[config.mk]
export PLATFORM = sky130hd
export DESIGN_NAME = sacc_top
export DESIGN_NICKNAME = d
export VERILOG_FILES = /design/src/rtl/sacc_pkg.sv /design/src/rtl/sacc_top.sv
export SDC_FILE = /design/constraint.sdc
export NUM_CORES = 1
export LEC_CHECK = 0
export BUFFER_PORTS_ARGS = -buffer_cell sky130_fd_sc_hd__buf_2
export CAP_MARGIN = 20
export CORE_UTILIZATION = 61
export CTS_CLUSTER_DIAMETER = 40
export DETAILED_ROUTE_END_ITERATION = 12
export GPL_ROUTABILITY_DRIVEN = 0
export GPL_TIMING_DRIVEN = 0
export HOLD_SLACK_MARGIN = 0.03
export PLACE_DENSITY_LB_ADDON = 0.25
export SYNTH_ARGS = -nofsm -noshare
export SYNTH_HDL_FRONTEND = slang
export SYNTH_SLANG_ARGS = --single-unit
[constraint.sdc]
create_clock -name pclk -period 9.12 [get_ports pclk]
set_input_delay 0.912 -clock pclk [delete_from_list [all_inputs] [get_ports pclk]]
set_output_delay 0.912 -clock pclk [all_outputs]
set_load 0.01 [all_outputs]
[src/rtl/sacc_pkg.sv]
// Package for the successive-approximation conversion control block.
// Assumes an APB master on pclk and an abstract analog front end.
package sacc_pkg;
    // Register byte offsets
    localparam logic [11:0] SACC_OFF_SCR   = 12'h000;
    localparam logic [11:0] SACC_OFF_RHI   = 12'h004;
    localparam logic [11:0] SACC_OFF_RLO   = 12'h008;
    localparam logic [11:0] SACC_OFF_CLK   = 12'h00C;
    localparam logic [11:0] SACC_OFF_PORT  = 12'h010;
    localparam logic [11:0] SACC_OFF_DDR   = 12'h014;
    localparam logic [11:0] SACC_OFF_PIN   = 12'h018;
    // Status/control field positions
    localparam int SACC_SCR_CH_LSB   = 0;
    localparam int SACC_SCR_CONT_BIT = 5;
    localparam int SACC_SCR_IEN_BIT  = 6;
    localparam int SACC_SCR_DONE_BIT = 7;
    // Clock config field positions
    localparam int SACC_CLK_SRC_BIT  = 4;
    localparam int SACC_CLK_FMT_LSB  = 2;
    localparam int SACC_CLK_DIV_LSB  = 5;
    // Reset values
    localparam logic [4:0] SACC_CH_RST   = 5'h1F;
    localparam logic [7:0] SACC_CLK_RST  = 8'h00;
    localparam logic [7:0] SACC_PORT_RST = 8'h00;
    // Channel codes
    localparam logic [4:0] SACC_CH_REFH = 5'h1D;
    localparam logic [4:0] SACC_CH_REFL = 5'h1E;
    localparam logic [4:0] SACC_CH_OFF  = 5'h1F;
    // Converter cycles spent sampling before the bit trials
    localparam logic [4:0] SACC_SAMPLE_CYC = 5'h06;
    // Result format codes, in listed order
    localparam logic [1:0] SACC_FMT_LEFT  = 2'h0;
    localparam logic [1:0] SACC_FMT_RIGHT = 2'h1;
    localparam logic [1:0] SACC_FMT_SIGN  = 2'h2;
    localparam logic [1:0] SACC_FMT_TRUNC = 2'h3;
    typedef enum logic [1:0] {SACC_IDLE, SACC_SAMPLE, SACC_TRIAL, SACC_STORE} sacc_state_e;
endpackage

[src/rtl/sacc_top.sv]
// Conversion control for a 10-bit successive-approximation converter.
// Assumes APB on pclk and an analog mux/comparator that answers trials.
//
// Our own choices: the address map and register access over APB.
`timescale 1ns/1ps
`default_nettype none
module sacc_top
    import sacc_pkg::*;
#(
    parameter int        RES_BITS = 10,
    parameter int        NPINS    = 8,
    parameter logic [7:0] FMT_MAP = {SACC_FMT_TRUNC, SACC_FMT_SIGN, SACC_FMT_RIGHT, SACC_FMT_LEFT}
) (
    // Clock, reset, enable
    input  wire logic               pclk,
    input  wire logic               presetn,
    input  wire logic               clk_en,
    // APB slave
    input  wire logic               psel,
    input  wire logic               penable,
    input  wire logic               pwrite,
    input  wire logic [11:0]        paddr,
    input  wire logic [31:0]        pwdata,
    output logic      [31:0]        prdata,
    output logic                    pready,
    output logic                    pslverr,
    // Analog front end
    output logic      [4:0]         mux_select,
    output logic                    conv_power_on,
    output logic                    sample_hold,
    output logic      [RES_BITS-1:0] trial_code,
    input  wire logic               comp_result,
    // Shared port pins
    input  wire logic [NPINS-1:0]   pin_in,
    output logic      [NPINS-1:0]   pin_out,
    output logic      [NPINS-1:0]   pin_oe,
    // Interrupt request
    output logic                    conv_irq
);
    // Datapath slices are written for this size only
    if (RES_BITS != 10 || NPINS != 8) begin : g_bad_cfg
        $error("sacc_top supports only 10-bit results and 8 pins");
    end

    // Registers
    logic [4:0]          chan_r;
    logic                cont_r;
    logic                ien_r;
    logic                done_r;
    logic [7:0]          clkcfg_r;
    logic [7:0]          port_r;
    logic [7:0]          ddr_r;
    logic [7:0]          rhi_r;
    logic [7:0]          rlo_r;
    logic                lock_r;
    logic                irq_r;
    sacc_state_e         state_r;
    logic [4:0]          cnt_r;
    logic [3:0]          bit_r;
    logic [RES_BITS-1:0] sar_r;
    logic [RES_BITS-1:0] trial_r;
    logic                sh_r;
    logic [7:0]          div_r;
    logic                cclk_r;
    logic                start_r;
    logic [7:0]          pin_s1_r;
    logic [7:0]          pin_s2_r;
    logic                cmp_s1_r;
    logic                cmp_s2_r;
    logic [31:0]         prdata_r;
    logic                pready_r;
    logic                pslverr_r;
    logic                pwr_r;
    logic [7:0]          pin_out_r;
    logic [7:0]          pin_oe_r;

    // Bus decode; writes land on the edge that samples pready high
    wire acc    = psel && penable && !pready_r;
    wire wr     = psel && penable && pready_r && pwrite;
    wire rd     = acc && !pwrite;
    wire a_scr  = paddr == SACC_OFF_SCR;
    wire a_rhi  = paddr == SACC_OFF_RHI;
    wire a_rlo  = paddr == SACC_OFF_RLO;
    wire a_clk  = paddr == SACC_OFF_CLK;
    wire a_port = paddr == SACC_OFF_PORT;
    wire a_ddr  = paddr == SACC_OFF_DDR;
    wire a_pin  = paddr == SACC_OFF_PIN;
    wire mapped = a_scr | a_rhi | a_rlo | a_clk | a_port | a_ddr | a_pin;
    wire scr_wr = wr && a_scr;
    wire rhi_rd = rd && a_rhi;
    wire rlo_rd = rd && a_rlo;
    wire dat_rd = rhi_rd || rlo_rd;

    // Channel decode
    // Five-bit channel code
    wire       ch_pin = chan_r[4:3] == 2'b00;
    wire [7:0] ch_mask = ch_pin ? (8'h01 << chan_r[2:0]) : 8'h00;
    wire       pwr_on = pwr_r;

    // Format selection, mapped through parameter
    // Two format bits
    wire [1:0] fmt_code = clkcfg_r[SACC_CLK_FMT_LSB +: 2];
    wire [1:0] fmt      = FMT_MAP[fmt_code*2 +: 2];
    wire       interlock = fmt != SACC_FMT_TRUNC;

    // Converter clock tick: divide by 2^div, source bit picks raw bus rate
    wire [2:0] div_sel = clkcfg_r[SACC_CLK_DIV_LSB +: 3];
    wire [7:0] div_max = (8'h01 << div_sel) - 8'h01;
    wire       tick    = clkcfg_r[SACC_CLK_SRC_BIT] ? 1'b1 : (div_r >= div_max);

    // Formatted result
    logic [7:0] hi_nxt;
    logic [7:0] lo_nxt;
    always_comb begin
        hi_nxt = 8'h00;
        lo_nxt = 8'h00;
        case (fmt)
            SACC_FMT_LEFT: begin
                hi_nxt = sar_r[9:2];
                lo_nxt = {sar_r[1:0], 6'h00};
            end
            SACC_FMT_RIGHT: begin
                hi_nxt = {6'h00, sar_r[9:8]};
                lo_nxt = sar_r[7:0];
            end
            SACC_FMT_SIGN: begin
                hi_nxt = {~sar_r[9], sar_r[8:2]};
                lo_nxt = {sar_r[1:0], 6'h00};
            end
            SACC_FMT_TRUNC: begin
                hi_nxt = 8'h00;
                lo_nxt = sar_r[9:2];
            end
            default: begin
                hi_nxt = 8'h00;
                lo_nxt = 8'h00;
            end
        endcase
    end

    wire store_ok = !(interlock && lock_r);
    wire at_store = state_r == SACC_STORE && tick;
    wire stored   = at_store && store_ok;

    // Read data
    wire [7:0] scr_rd = {done_r & ~ien_r, ien_r, cont_r, chan_r};
    wire [7:0] pin_rd = ((ddr_r & port_r) | (~ddr_r & pin_s2_r)) & ~ch_mask;
    logic [7:0] rd_byte;
    always_comb begin
        rd_byte = 8'h00;
        if (a_scr) rd_byte = scr_rd;
        if (a_rhi) rd_byte = rhi_r;
        if (a_rlo) rd_byte = rlo_r;
        if (a_clk) rd_byte = clkcfg_r;
        if (a_port) rd_byte = port_r;
        if (a_ddr) rd_byte = ddr_r;
        if (a_pin) rd_byte = pin_rd;
    end

    // APB answer, one wait state
    always_ff @(posedge pclk or negedge presetn) begin
        if (!presetn) begin
            prdata_r  <= 32'h0000_0000;
            pready_r  <= 1'b0;
            pslverr_r <= 1'b0;
        end else if (clk_en) begin
            pready_r  <= acc;
            pslverr_r <= acc && !mapped;
            prdata_r  <= rd ? {24'h00_0000, rd_byte} : 32'h0000_0000;
        end
    end

    // Software registers
    always_ff @(posedge pclk or negedge presetn) begin
        if (!presetn) begin
            chan_r   <= SACC_CH_RST;
            cont_r   <= 1'b0;
            ien_r    <= 1'b0;
            clkcfg_r <= SACC_CLK_RST;
            port_r   <= SACC_PORT_RST;
            ddr_r    <= SACC_PORT_RST;
            pwr_r    <= SACC_CH_RST != SACC_CH_OFF;
        end else if (clk_en) begin
            if (scr_wr) begin
                chan_r <= pwdata[SACC_SCR_CH_LSB +: 5];
                cont_r <= pwdata[SACC_SCR_CONT_BIT];
                ien_r  <= pwdata[SACC_SCR_IEN_BIT];
                pwr_r  <= pwdata[SACC_SCR_CH_LSB +: 5] != SACC_CH_OFF;
            end
            if (wr && a_clk) clkcfg_r <= pwdata[7:0];
            if (wr && a_port) port_r <= pwdata[7:0];
            if (wr && a_ddr) ddr_r <= pwdata[7:0];
        end
    end

    // Pin and comparator synchronisers
    always_ff @(posedge pclk or negedge presetn) begin
        if (!presetn) begin
            pin_s1_r <= 8'h00;
            pin_s2_r <= 8'h00;
            cmp_s1_r <= 1'b0;
            cmp_s2_r <= 1'b0;
            pin_out_r <= 8'h00;
            pin_oe_r  <= 8'h00;
        end else if (clk_en) begin
            pin_s1_r <= pin_in;
            pin_s2_r <= pin_s1_r;
            cmp_s1_r <= comp_result;
            cmp_s2_r <= cmp_s1_r;
            // Mask lags a channel change by one cycle
            pin_out_r <= port_r & ~ch_mask;
            pin_oe_r  <= ddr_r & ~ch_mask;
        end
    end

    // Converter clock divider
    always_ff @(posedge pclk or negedge presetn) begin
        if (!presetn) begin
            div_r <= 8'h00;
        end else if (clk_en) begin
            div_r <= tick ? 8'h00 : div_r + 8'h01;
        end
    end

    // Conversion sequencer
    // Control write restarts conversion
    always_ff @(posedge pclk or negedge presetn) begin
        if (!presetn) begin
            state_r <= SACC_IDLE;
            start_r <= 1'b0;
            cnt_r   <= 5'h00;
            bit_r   <= 4'h0;
            sar_r   <= '0;
            trial_r <= '0;
            sh_r    <= 1'b0;
        end else if (clk_en) begin
            if (scr_wr) begin
                start_r <= 1'b1;
                state_r <= SACC_IDLE;
                sh_r    <= 1'b0;
            end else if (tick) begin
                case (state_r)
                    SACC_IDLE: begin
                        if (start_r && pwr_on) begin
                            start_r <= 1'b0;
                            state_r <= SACC_SAMPLE;
                            cnt_r   <= 5'h00;
                            sh_r    <= 1'b1;
                        end else if (!pwr_on) begin
                            start_r <= 1'b0;
                        end
                    end
                    // Sample then ten trials and store
                    SACC_SAMPLE: begin
                        if (cnt_r == SACC_SAMPLE_CYC - 5'h01) begin
                            state_r <= SACC_TRIAL;
                            sh_r    <= 1'b0;
                            bit_r   <= 4'(RES_BITS - 1);
                            sar_r   <= '0;
                            trial_r <= {1'b1, {(RES_BITS-1){1'b0}}};
                        end
                        cnt_r <= cnt_r + 5'h01;
                    end
                    SACC_TRIAL: begin
                        if (cmp_s2_r) begin
                            sar_r[bit_r] <= 1'b1;
                        end
                        if (bit_r == 4'h0) begin
                            state_r <= SACC_STORE;
                        end else begin
                            trial_r <= (sar_r | (cmp_s2_r ? trial_r : '0))
                                       | ((trial_r & ~sar_r) >> 1);
                            bit_r   <= bit_r - 4'h1;
                        end
                    end
                    SACC_STORE: begin
                        state_r <= cont_r && pwr_on ? SACC_SAMPLE : SACC_IDLE;
                        cnt_r   <= 5'h00;
                        sh_r    <= cont_r && pwr_on;
                    end
                    default: state_r <= SACC_IDLE;
                endcase
            end
        end
    end

    // Result, interlock, flag and interrupt
    always_ff @(posedge pclk or negedge presetn) begin
        if (!presetn) begin
            rhi_r  <= 8'h00;
            rlo_r  <= 8'h00;
            lock_r <= 1'b0;
            done_r <= 1'b0;
            irq_r  <= 1'b0;
        end else if (clk_en) begin
            // High read locks, low read unlocks
            if (rhi_rd && interlock) lock_r <= 1'b1;
            if (rlo_rd || !interlock) lock_r <= 1'b0;
            if (stored) begin
                rhi_r <= hi_nxt;
                rlo_r <= lo_nxt;
            end
            // Flag holds until data read or irq enable, set wins
            if (stored && !ien_r) done_r <= 1'b1;
            else if (dat_rd || ien_r) done_r <= 1'b0;
            // Raise at end, clear on data read or control write
            if (stored && ien_r) irq_r <= 1'b1;
            else if (dat_rd || scr_wr) irq_r <= 1'b0;
        end
    end

    // Outputs
    assign prdata        = prdata_r;
    assign pready        = pready_r;
    assign pslverr       = pslverr_r;
    assign mux_select    = chan_r;
    assign conv_power_on = pwr_r;
    assign sample_hold   = sh_r;
    assign trial_code    = trial_r;
    assign conv_irq      = irq_r;
    assign pin_out       = pin_out_r;
    assign pin_oe        = pin_oe_r;
endmodule
`default_nettype wire

==> results of run 1 <==
==> metrics by stage <==
| step | total power [uW] | setup slack, ns |
|---|---|---|
| after floorplan | 719 | 5.76 |
| after global placement | 757 | 5.26 |
| after detailed placement | 767 | 5.15 |
| after CTS | 1550 | 5.13 |
| after global routing | 1590 | 4.73 |
| final | 1540 | 5.09 |
==> logic make-up after synthesis <==
logic type,Yosys count,share of synthesized area
simple gates,201,0.149
compound gates,158,0.138
flops,136,0.472
buf+inv,92,0.0607
mux,85,0.131
fa+ha+maj,22,0.0381
xor+xnor,8,0.00971
other cells,2,0.00104
==> where the power goes <==
group	leakage, uW	switching [uW]	internal (uW)
Sequential	0.00176	21.4	626
Clock	0.000320	266	519
Combinational	0.00199	65.0	46.0
==> per-layer routing <==
layer	track usage	vias up	part of all wire
met5	0	-	0
met4	0.141	0	0.023
li1	-	2717	-
met1	0.428	2954	0.42
met3	0.0771	36	0.085
met2	0.501	292	0.48
==> final timing paths <==
path	start	to	slack, ns	cells past startpoint
max in group asynchronous	presetn	mux_select[4]$_DFFE_PN1P_	7.86	2
worst min register to register	pin_out[0]$_DFFE_PN0P_	pin_out[0]$_DFFE_PN0P_	0.49	2
worst max-delay path	clkcfg_r[5]$_DFFE_PN0P_	rlo_r[1]$_DFFE_PN0P_	5.09	14
min in group pclk	pin_out[0]$_DFFE_PN0P_	pin_out[0]$_DFFE_PN0P_	0.49	2
worst min-delay path	presetn	pin_out[3]$_DFFE_PN0P_	0.47	1
worst max register to register	clkcfg_r[5]$_DFFE_PN0P_	rlo_r[1]$_DFFE_PN0P_	5.09	14
==> synthesized netlist by cell type, drive strengths merged, types with 4 or more instances <==
| cell type | number |
|---|---|
| a211oi | 9 |
| a21o | 4 |
| a21oi | 50 |
| a31oi | 5 |
| and3 | 6 |
| buf | 29 |
| clkbuf | 32 |
| dfrtp | 131 |
| dfstp | 5 |
| ha | 22 |
| inv | 31 |
| mux2 | 68 |
| mux2i | 16 |
| nand2 | 51 |
| nand2b | 12 |
| nand3 | 22 |
| nand3b | 8 |
| nand4 | 10 |
| nand4b | 5 |
| nor2 | 40 |
| nor2b | 10 |
| nor3 | 19 |
| o21ai | 42 |
| o2bb2ai | 19 |
| o31ai | 4 |
| or4 | 4 |
| xnor2 | 4 |
| xor2 | 4 |
==> flip-flops by register name (all words and copies together), names as in the netlist, 8 cells and up <==
| register | flops |
|---|---|
| clkcfg_r | 8 |
| ddr_r | 8 |
| div_r | 8 |
| pin_oe | 8 |
| pin_out | 8 |
| pin_s1_r | 8 |
| pin_s2_r | 8 |
| port_r | 8 |
| prdata | 8 |
| rhi_r | 8 |
| rlo_r | 8 |
| sar_r | 10 |
| trial_code | 10 |
==> final cells by class <==
type / instances / area (um^2)
plain buffers: 61 / 322
clock buffers: 20 / 447
clock inverters: 12 / 223
fillers: 790 / 2900
inverters: 31 / 116
multi-input cells: 499 / 3460
flip-flops and latches: 136 / 3410
well taps: 143 / 179
repair buffers: 77 / 414
==> critical path: stages, from the launching register on <==
cell and delay (ns):
dfrtp_1 0.36, clkbuf_1 0.19, or3_1 0.45, ha_1 0.20, clkbuf_1 0.17, nor3_1 0.18
a21o_1 0.11, a21oi_1 0.06, ha_1 0.28, o211ai_1 0.07, o211ai_1 0.48, nand2_1 0.26
nand4b_2 0.46, buf_2 0.32, mux2_2 0.30
==> impl_metrics.ini, run 1 <==
[clocking]
cts_root_buf = clkbuf_16
path_clk_slew_ns = 0.06
cts_num_sinks = 136
clk_path_buf_depth = 2
cts_made_buffers = 17
cts_resized = 0
ctsHtreeMaxLevel = 4
hold_buffers = 0
postCtsSetupBuffers = 0
tritoncts = yes
worstSkewPairLatency_ns = 0.43

[timing]
slew_violations = 0
worst_pin_slew_ns = 0.740
finalHoldViolations = 0
clock_skew_ns = 0.00923
slew_headroom = 0.507
setup_tns_ns = 0
period_share = 0.442
post-route-min-period_ns = 4.03
whs_ns = 0.468
rsz0062_at_grt = false
setup_violations = 0
max_freq_ghz = 0.248

[logic_synthesis]
synthTopCellsByArea = dfrtp_1 45%, mux2_2 11%, ha_1 3.8%, a21oi_1 3.5%, o21ai_0 2.8%
syn_area_per_cell_um2 = 10.3
syn_area_um2 = 7220
syn-instance-count = 704
synth_top_area_share = 0.454
async_flop_share = 1.00
synth.ff_latch_count = 136
synth_edf_count = 0
yosysUniqueCellTypes = 64
synth_flop_cell = dfrtp_1
synth_top_area_cell = dfrtp_1
ys_seq_area_frac = 0.472
ys_warn_count = 0

[placement]
placed_cell_area_um2 = 7900
io_buffers = 76
dp_hpwl_um = 13100
post-place-cells = 947

[floorplan]
fp.dieH_um = 111
core_area_um2 = 11500
die_x_um = 111
initial_core_util = 0.629
die_area_um2 = 12300
num_io_pins = 127
rows = 39

[global_route]
grt_max_degree = 75
grt_usage = 0.321
grt_overflow = 0
grt_pass1_wl_um = 30700
grt_pass1_vias = 6048
antenna_found_initial = 0

[finish]
nets = 904
layout-drive-gt1-share = 0.260
final_util = 0.747
syn_to_final_growth_pct = 18.7
diodes = 0
mostFrequentLayoutCell = dfrtp_1
mostFrequentLayoutCells = 131 x dfrtp_1, 77 x buf_2, 68 x mux2_2, 51 x nand2_1, 50 x a21oi_1
final_area_um2 = 8570
stdcell_count = 979

[worst_setup_path]
path_class = flop to flop
worstPathRequired_ns = 9.44
worstSetupEndpointType = flop
start_kind = flop
cp.arrival_ns = 4.34
crit_fanout = 10

[routing]
route.detailed.wl_per_inst_um = 18.8
firstDrtPassIters = 5
drt_wl_total_um = 18500
vias = 5999
postRouteAntennaNets = 0
drc = 0
viasPerCell = 6.13
drt-initial-drc-count = 538

[worst_hold_path]
min_path_type = input port to async pin

[power_and_ir_drop]
power.density_nw_per_um2 = 180
peakVddDrop_v = 0.000191
total_leakage_power_uw = 0.00407

[status]
outcome = finished, final reports clean

[job]
cap_violations = 0
Power figures use the tool's default switching activity.
==> inputs of run 2 (changes only) <==
Settings changed: ABC_AREA set to 1, CORE_UTILIZATION 61 to 57.
Clock period 9.12 ns to 3.98 ns, I/O delays scaled along.
==> run 2 against run 1 <==
Net effect: die area increased by 11%; cell area increased by 3.0%; worst setup slack worse by 4.3 ns; count of clock-buffer cells in the layout is 3 higher; critical path type unchanged; highest routed layer unchanged.
==> impl_metrics.ini, run 2 <==
[floorplan]
num_io_pins = 127
initial_core_util = 0.591
rows = 41
die_x_um = 117
die_area_um2 = 13700
core_area_um2 = 12700
fp.dieH_um = 117

[worst_setup_path]
crit_fanout = 10
start_kind = flop
worstPathRequired_ns = 4.27
cp_slowest_cell = dfrtp_1
worstSetupEndpointType = flop
crit_path_frequent_cell = nand2_1
cp.arrival_ns = 3.52
path_class = flop to flop
max_stage_delay_ns = 0.42
path_cells = inv_1, nand3_1, ha_1, inv_1, xor2_1, inv_1, ha_1, nand2_1, inv_1, nand2_1, nand2_1, nand2_1, nand4_1, nand2_1, clkinv_1, nand2_4, buf_4, o21ai_0

[routing]
drt_wl_total_um = 18900
viasPerCell = 5.35
route.detailed.wl_per_inst_um = 14.4
drc = 0
drt-initial-drc-count = 543
firstDrtPassIters = 5
postRouteAntennaNets = 0
vias = 7017

[clocking]
cts_made_buffers = 17
path_clk_slew_ns = 0.06
cts_root_buf = clkbuf_16
cts_num_sinks = 136
tritoncts = yes
ctsHtreeMaxLevel = 4
worstSkewPairLatency_ns = 0.43
clk_path_buf_depth = 2

[finish]
nFillCells = 1077
layout-drive-gt1-share = 0.151
syn_to_final_growth_pct = 17.3
diodes = 0
mostFrequentLayoutCell = nand2_1
nets = 1208
stdcell_count = 1311
final_util = 0.693
mostFrequentLayoutCells = 330 x nand2_1, 131 x dfrtp_1, 107 x inv_1, 87 x o21ai_0, 87 x buf_2

[timing]
worst_pin_slew_ns = 0.757
setup_tns_ns = 0
slew_headroom = 0.495
period_share = 0.810
slew_violations = 0
post-route-min-period_ns = 3.22
whs_ns = 0.174
rsz0062_at_grt = false
max_freq_ghz = 0.310
finalHoldViolations = 0
clock_skew_ns = 0.0104
setup_violations = 0

[power_and_ir_drop]
power.density_nw_per_um2 = 434
total_leakage_power_uw = 0.00476
p_comb_frac = 0.198
power.total_uw = 3820
clockPowerShare = 0.400
intPower_uw = 2670
p_sw_frac = 0.302
sequentialPowerShare = 0.402
switching_power_uw = 1160
peakVddDrop_v = 0.000374

[global_route]
grt_pass1_vias = 6222
grt_pass1_wl_um = 30500
grt_overflow = 0
antenna_found_initial = 0
grt_max_degree = 102
grt_usage = 0.297

[logic_synthesis]
synth_top_area_cell = dfrtp_1
syn_area_um2 = 7520
synth_edf_count = 0
synth.ff_latch_count = 136
synth_top_area_share = 0.436
ys_warn_count = 0
synthTopCellsByArea = dfrtp_1 44%, nand2_1 16%, o21ai_0 5.8%, inv_1 5.3%, nand3_1 5.1%
yosysUniqueCellTypes = 40
syn_area_per_cell_um2 = 7.48
async_flop_share = 1.00
synthTopCellsByCount = 330 x nand2_1, 131 x dfrtp_1, 107 x inv_1, 87 x o21ai_0, 76 x nand3_1
synth_flop_cell = dfrtp_1
yosysMostFrequentCell = nand2_1
syn-instance-count = 1005
ys_seq_area_frac = 0.454

[placement]
dp_hpwl_um = 13500
post-place-cells = 1279
io_buffers = 78

[status]
outcome = finished, final reports clean

[worst_hold_path]
min_path_type = input port to flop

[job]
cap_violations = 0
==> run 2: logic make-up (layout without fill, tap and decap cells) <==
logic type | count (synthesis) | after routing | share of synthesized area
simple gates | 520 | 520 | 0.293
xor+xnor | 7 | 7 | 0.00816
fa+ha+maj | 22 | 22 | 0.0366
flops | 136 | 136 | 0.454
buf+inv | 166 | 277 | 0.0990
compound gates | 152 | 152 | 0.109
other cells | 2 | 25 | 0.000999
==> run 2: final cells by class <==
type                       count  area [um^2]  share of cell area
multi-input combinational    726         3450               0.391
sequential                   136         3410               0.387
clock buffer                  23          468              0.0531
timing repair buffer          80          434              0.0492
inverter                     111          417              0.0472
buffer                        55          328              0.0372
tap                          172          215              0.0244
clock inverter                 8         97.6              0.0111
==> run 2: power groups by stage <==
stage / clock (uW) / sequential (uW) / combinational, uW
CTS: 1540 / 1540 / 756
detailed placement: 0 / 1560 / 741
global placement: 0 / 1560 / 721
global route: 1600 / 1550 / 869
finish: 1530 / 1540 / 756
floorplan: 0 / 1550 / 535
==> run 2: final timing paths <==
path	slack, ns	cells after the start	startpoint	to
worst max-delay path	0.76	18	clkcfg_r[7]$_DFFE_PN0P_	trial_code[8]$_DFFE_PN0P_
worst min-delay path	0.17	3	pin_in[3]	pin_s1_r[3]$_DFFE_PN0P_
worst max register to register	0.76	18	clkcfg_r[7]$_DFFE_PN0P_	trial_code[8]$_DFFE_PN0P_
worst min register to register	0.47	2	pin_s1_r[7]$_DFFE_PN0P_	pin_s1_r[7]$_DFFE_PN0P_
max in group asynchronous	2.70	3	presetn	rhi_r[7]$_DFFE_PN0P_
min in group asynchronous	0.45	2	presetn	pin_out[1]$_DFFE_PN0P_
==> run 2: what timing repair did <==
action,CTS,global route
setup endpoints to repair,0,0
hold buffers,1,0
hold endpoints to repair,35,0
setup buffers,0,0
gates resized for setup,0,0
==> run 2: through the flow <==
stage	setup slack, ns	cell area [um^2]
2_1_floorplan	1.45	7600
3_5_place_dp	0.854	8240
5_1_grt	0.504	8820
4_1_cts	0.785	8820
3_3_place_gp	0.652	8210
6_report	0.755	8820
==> run 2: worst max-delay path, delay by kind of cell, from the launching register on <==
family                   cells  cell delay, ns
AO/OA/AOI/OAI                1            0.10
XOR/XNOR                     1            0.14
adder cells (fa/ha/maj)      2            0.51
buffers and inverters        6            0.87
flip-flops                   1            0.42
AND/OR/NAND/NOR              8            1.04
==> run 2: layer usage <==
metal / GRT usage / vias to the layer above / routed length [um] / part of all wire
met3: 0.0772 / 39 / 1520 / 0.080
met4: 0.110 / 0 / 382 / 0.020
met1: 0.397 / 3274 / 8420 / 0.45
met5: 0 / - / 0 / 0
met2: 0.467 / 278 / 8590 / 0.45
li1: - / 3426 / - / -
==> inputs of run 3 (changes only) <==
Settings changed: CORE_UTILIZATION 57 to 51.
Clock period 3.98 ns to 2.59 ns, I/O delays scaled along.
==> run 3 against run 2 <==
Net effect: the flow now finishes with violations (setup timing); critical endpoint is now rhi_r[4]$_DFFE_PN0P_; combinational power grew 140%; fmax increased by 15%; largest cell class unchanged; global-route usage is 1.2 points lower.
==> impl_metrics.ini, run 3 (same netlist as run 2, synthesis figures left out) <==
[placement]
dp_hpwl_um = 14200
io_buffers = 78
post-place-cells = 1291

[worst_setup_path]
worstSetupEndpointType = flop
cp.arrival_ns = 3.11
r2r-end = rhi_r[4]$_DFFE_PN0P_
crit_path_frequent_cell = nand2_1
worstPathRequired_ns = 2.90
r2r_start = clkcfg_r[6]$_DFFE_PN0P_
r2r_slack_ns = -0.21
path_cells = nor2_4, nand2_2, ha_4, inv_2, xor2_1, inv_1, ha_1, nand2_1, nor2_1, nand2_1, nand4_1, buf_4, nand2_4, nor2_4, inv_4, buf_4, nand2_1, nand2_1
critPathTopFamily = simple AND/OR/NAND/NOR gates
start_kind = flop
crit_buf_inv = 5
crit_fanout = 6
cp_slowest_cell = dfrtp_2
r2r_cells = 18
path_class = flop to flop
max_stage_delay_ns = 0.45

[floorplan]
num_io_pins = 127
initial_core_util = 0.519
die_area_um2 = 15200
fp.dieH_um = 123
die_x_um = 123
core_area_um2 = 14500
rows = 44

[finish]
nets = 1247
multi_input_area_um2 = 3780
mostFrequentLayoutCells = 285 x nand2_1, 130 x dfrtp_1, 103 x inv_1, 84 x buf_2, 74 x nand3_1
stdcell_count = 1362
layout-drive-gt1-share = 0.241
seq_area_um2 = 3410
nFillCells = 1179
diodes = 0
syn_to_final_growth_pct = 28.4
mostFrequentLayoutCell = nand2_1

[global_route]
grt_pass1_vias = 6523
grt_pass1_wl_um = 32600
grt_overflow = 0
antenna_found_initial = 0
grt_max_degree = 98
grt_usage = 0.285

[status]
outcome = complete, but fails checks
violations = setup timing

[clocking]
ctsHtreeMaxLevel = 4
path_clk_slew_ns = 0.06
tritoncts = yes
worstSkewPairLatency_ns = 0.42
cts_num_sinks = 136
cts_made_buffers = 17
cts_root_buf = clkbuf_16
clk_path_buf_depth = 2

[power_and_ir_drop]
peakVddDrop_v = 0.000573
power.total_uw = 6670
power.density_nw_per_um2 = 691
total_leakage_power_uw = 0.00508

[timing]
max_freq_ghz = 0.357
setup_violations = 49
slew_violations = 0
rsz0062_at_grt = true
setup_ws_ns = -0.208
post-route-min-period_ns = 2.80
slew_headroom = 0.210
clock_skew_ns = 0.00701
period_share = 1.08
worst_pin_slew_ns = 1.18
finalHoldViolations = 0

[routing]
vias = 7398
drt-initial-drc-count = 693
viasPerCell = 5.43
drc = 0
firstDrtPassIters = 5
drt_wl_total_um = 21400
route.detailed.wl_per_inst_um = 15.7
postRouteAntennaNets = 0

[worst_hold_path]
whs_path_depth = 3
worstHoldEndpoint = pin_s1_r[5]$_DFFE_PN0P_
hp-start = pin_in[5]
min_path_type = input port to flop

[job]
cap_violations = 0
[run 3: cell types whose count changed in the layout (fill, tap and decap cells not counted), sizes merged]
cell,delta
buf,+31
dlygate4sd3,+5
bufinv,+2
nand2,+1
[run 3: stage by stage]
step,setup TNS (ns),setup WS (ns),hold slack [ns],util,cell area [um^2]
after floorplan,0,0.0604,-0.0366,-,7600
after global placement,-99.06,-0.627,0.453,0.568,8220
after detailed placement,-21.80,-0.589,0.193,0.570,8260
after CTS,-1.53,-0.0990,0.0313,0.641,9290
after global routing,-13.13,-0.339,0.0581,0.667,9650
final,-5.69,-0.208,0.0393,0.667,9650
[run 3: worst min-delay path, cell delays in order]
cell	delay, ns
buf_2	0.07
nand2_1	0.04
nand2_1	0.05
[run 3: final cells by class]
| cell class | count | share of cell area |
|---|---|---|
| multi-input combinational | 727 | 0.392 |
| sequential | 136 | 0.353 |
| timing repair buffer | 117 | 0.0863 |
| clock buffer | 22 | 0.0460 |
| inverter | 111 | 0.0442 |
| buffer | 55 | 0.0379 |
| tap | 184 | 0.0239 |
| clock inverter | 9 | 0.0156 |
| timing repair inverter | 1 | 0.000778 |
[run 3: timing repair]
action,4_1_cts,5_1_grt
hold buffers,6,0
gates cloned,3,4
endpoints found under the hold margin,41,0
pin swaps,15,13
setup endpoints to repair,54,58
gates resized for setup,66,93
buffers inserted,19,10
[run 3: report_power, final]
group,switching [uW],internal (uW)
Combinational,1060,743
Sequential,124,2250
Clock,891,1600
Total,2080,4590
[run 3: how the worst max path moves through the flow]
stage                       startpoint                         to  slack, ns  depth (start not counted)
2_1_floorplan  clkcfg_r[5]$_DFFE_PN0P_  trial_code[9]$_DFFE_PN0P_       0.06                         18
3_3_place_gp                   presetn       bit_r[3]$_DFFE_PN0P_      -0.63                          1
3_5_place_dp   clkcfg_r[7]$_DFFE_PN0P_  trial_code[9]$_DFFE_PN0P_      -0.59                         16
4_1_cts        clkcfg_r[6]$_DFFE_PN0P_       rhi_r[6]$_DFFE_PN0P_       -0.1                         19
5_1_grt        clkcfg_r[6]$_DFFE_PN0P_       rhi_r[3]$_DFFE_PN0P_      -0.34                         20
6_report       clkcfg_r[6]$_DFFE_PN0P_       rhi_r[4]$_DFFE_PN0P_      -0.21                         18
[run 3: routing by layer]
metal,wire [um],global-route usage,vias to the layer above
met5,0,0,-
met4,491,0.112,0
li1,-,-,3512
met3,1810,0.0623,51
met2,9960,0.439,343
met1,9180,0.391,3492
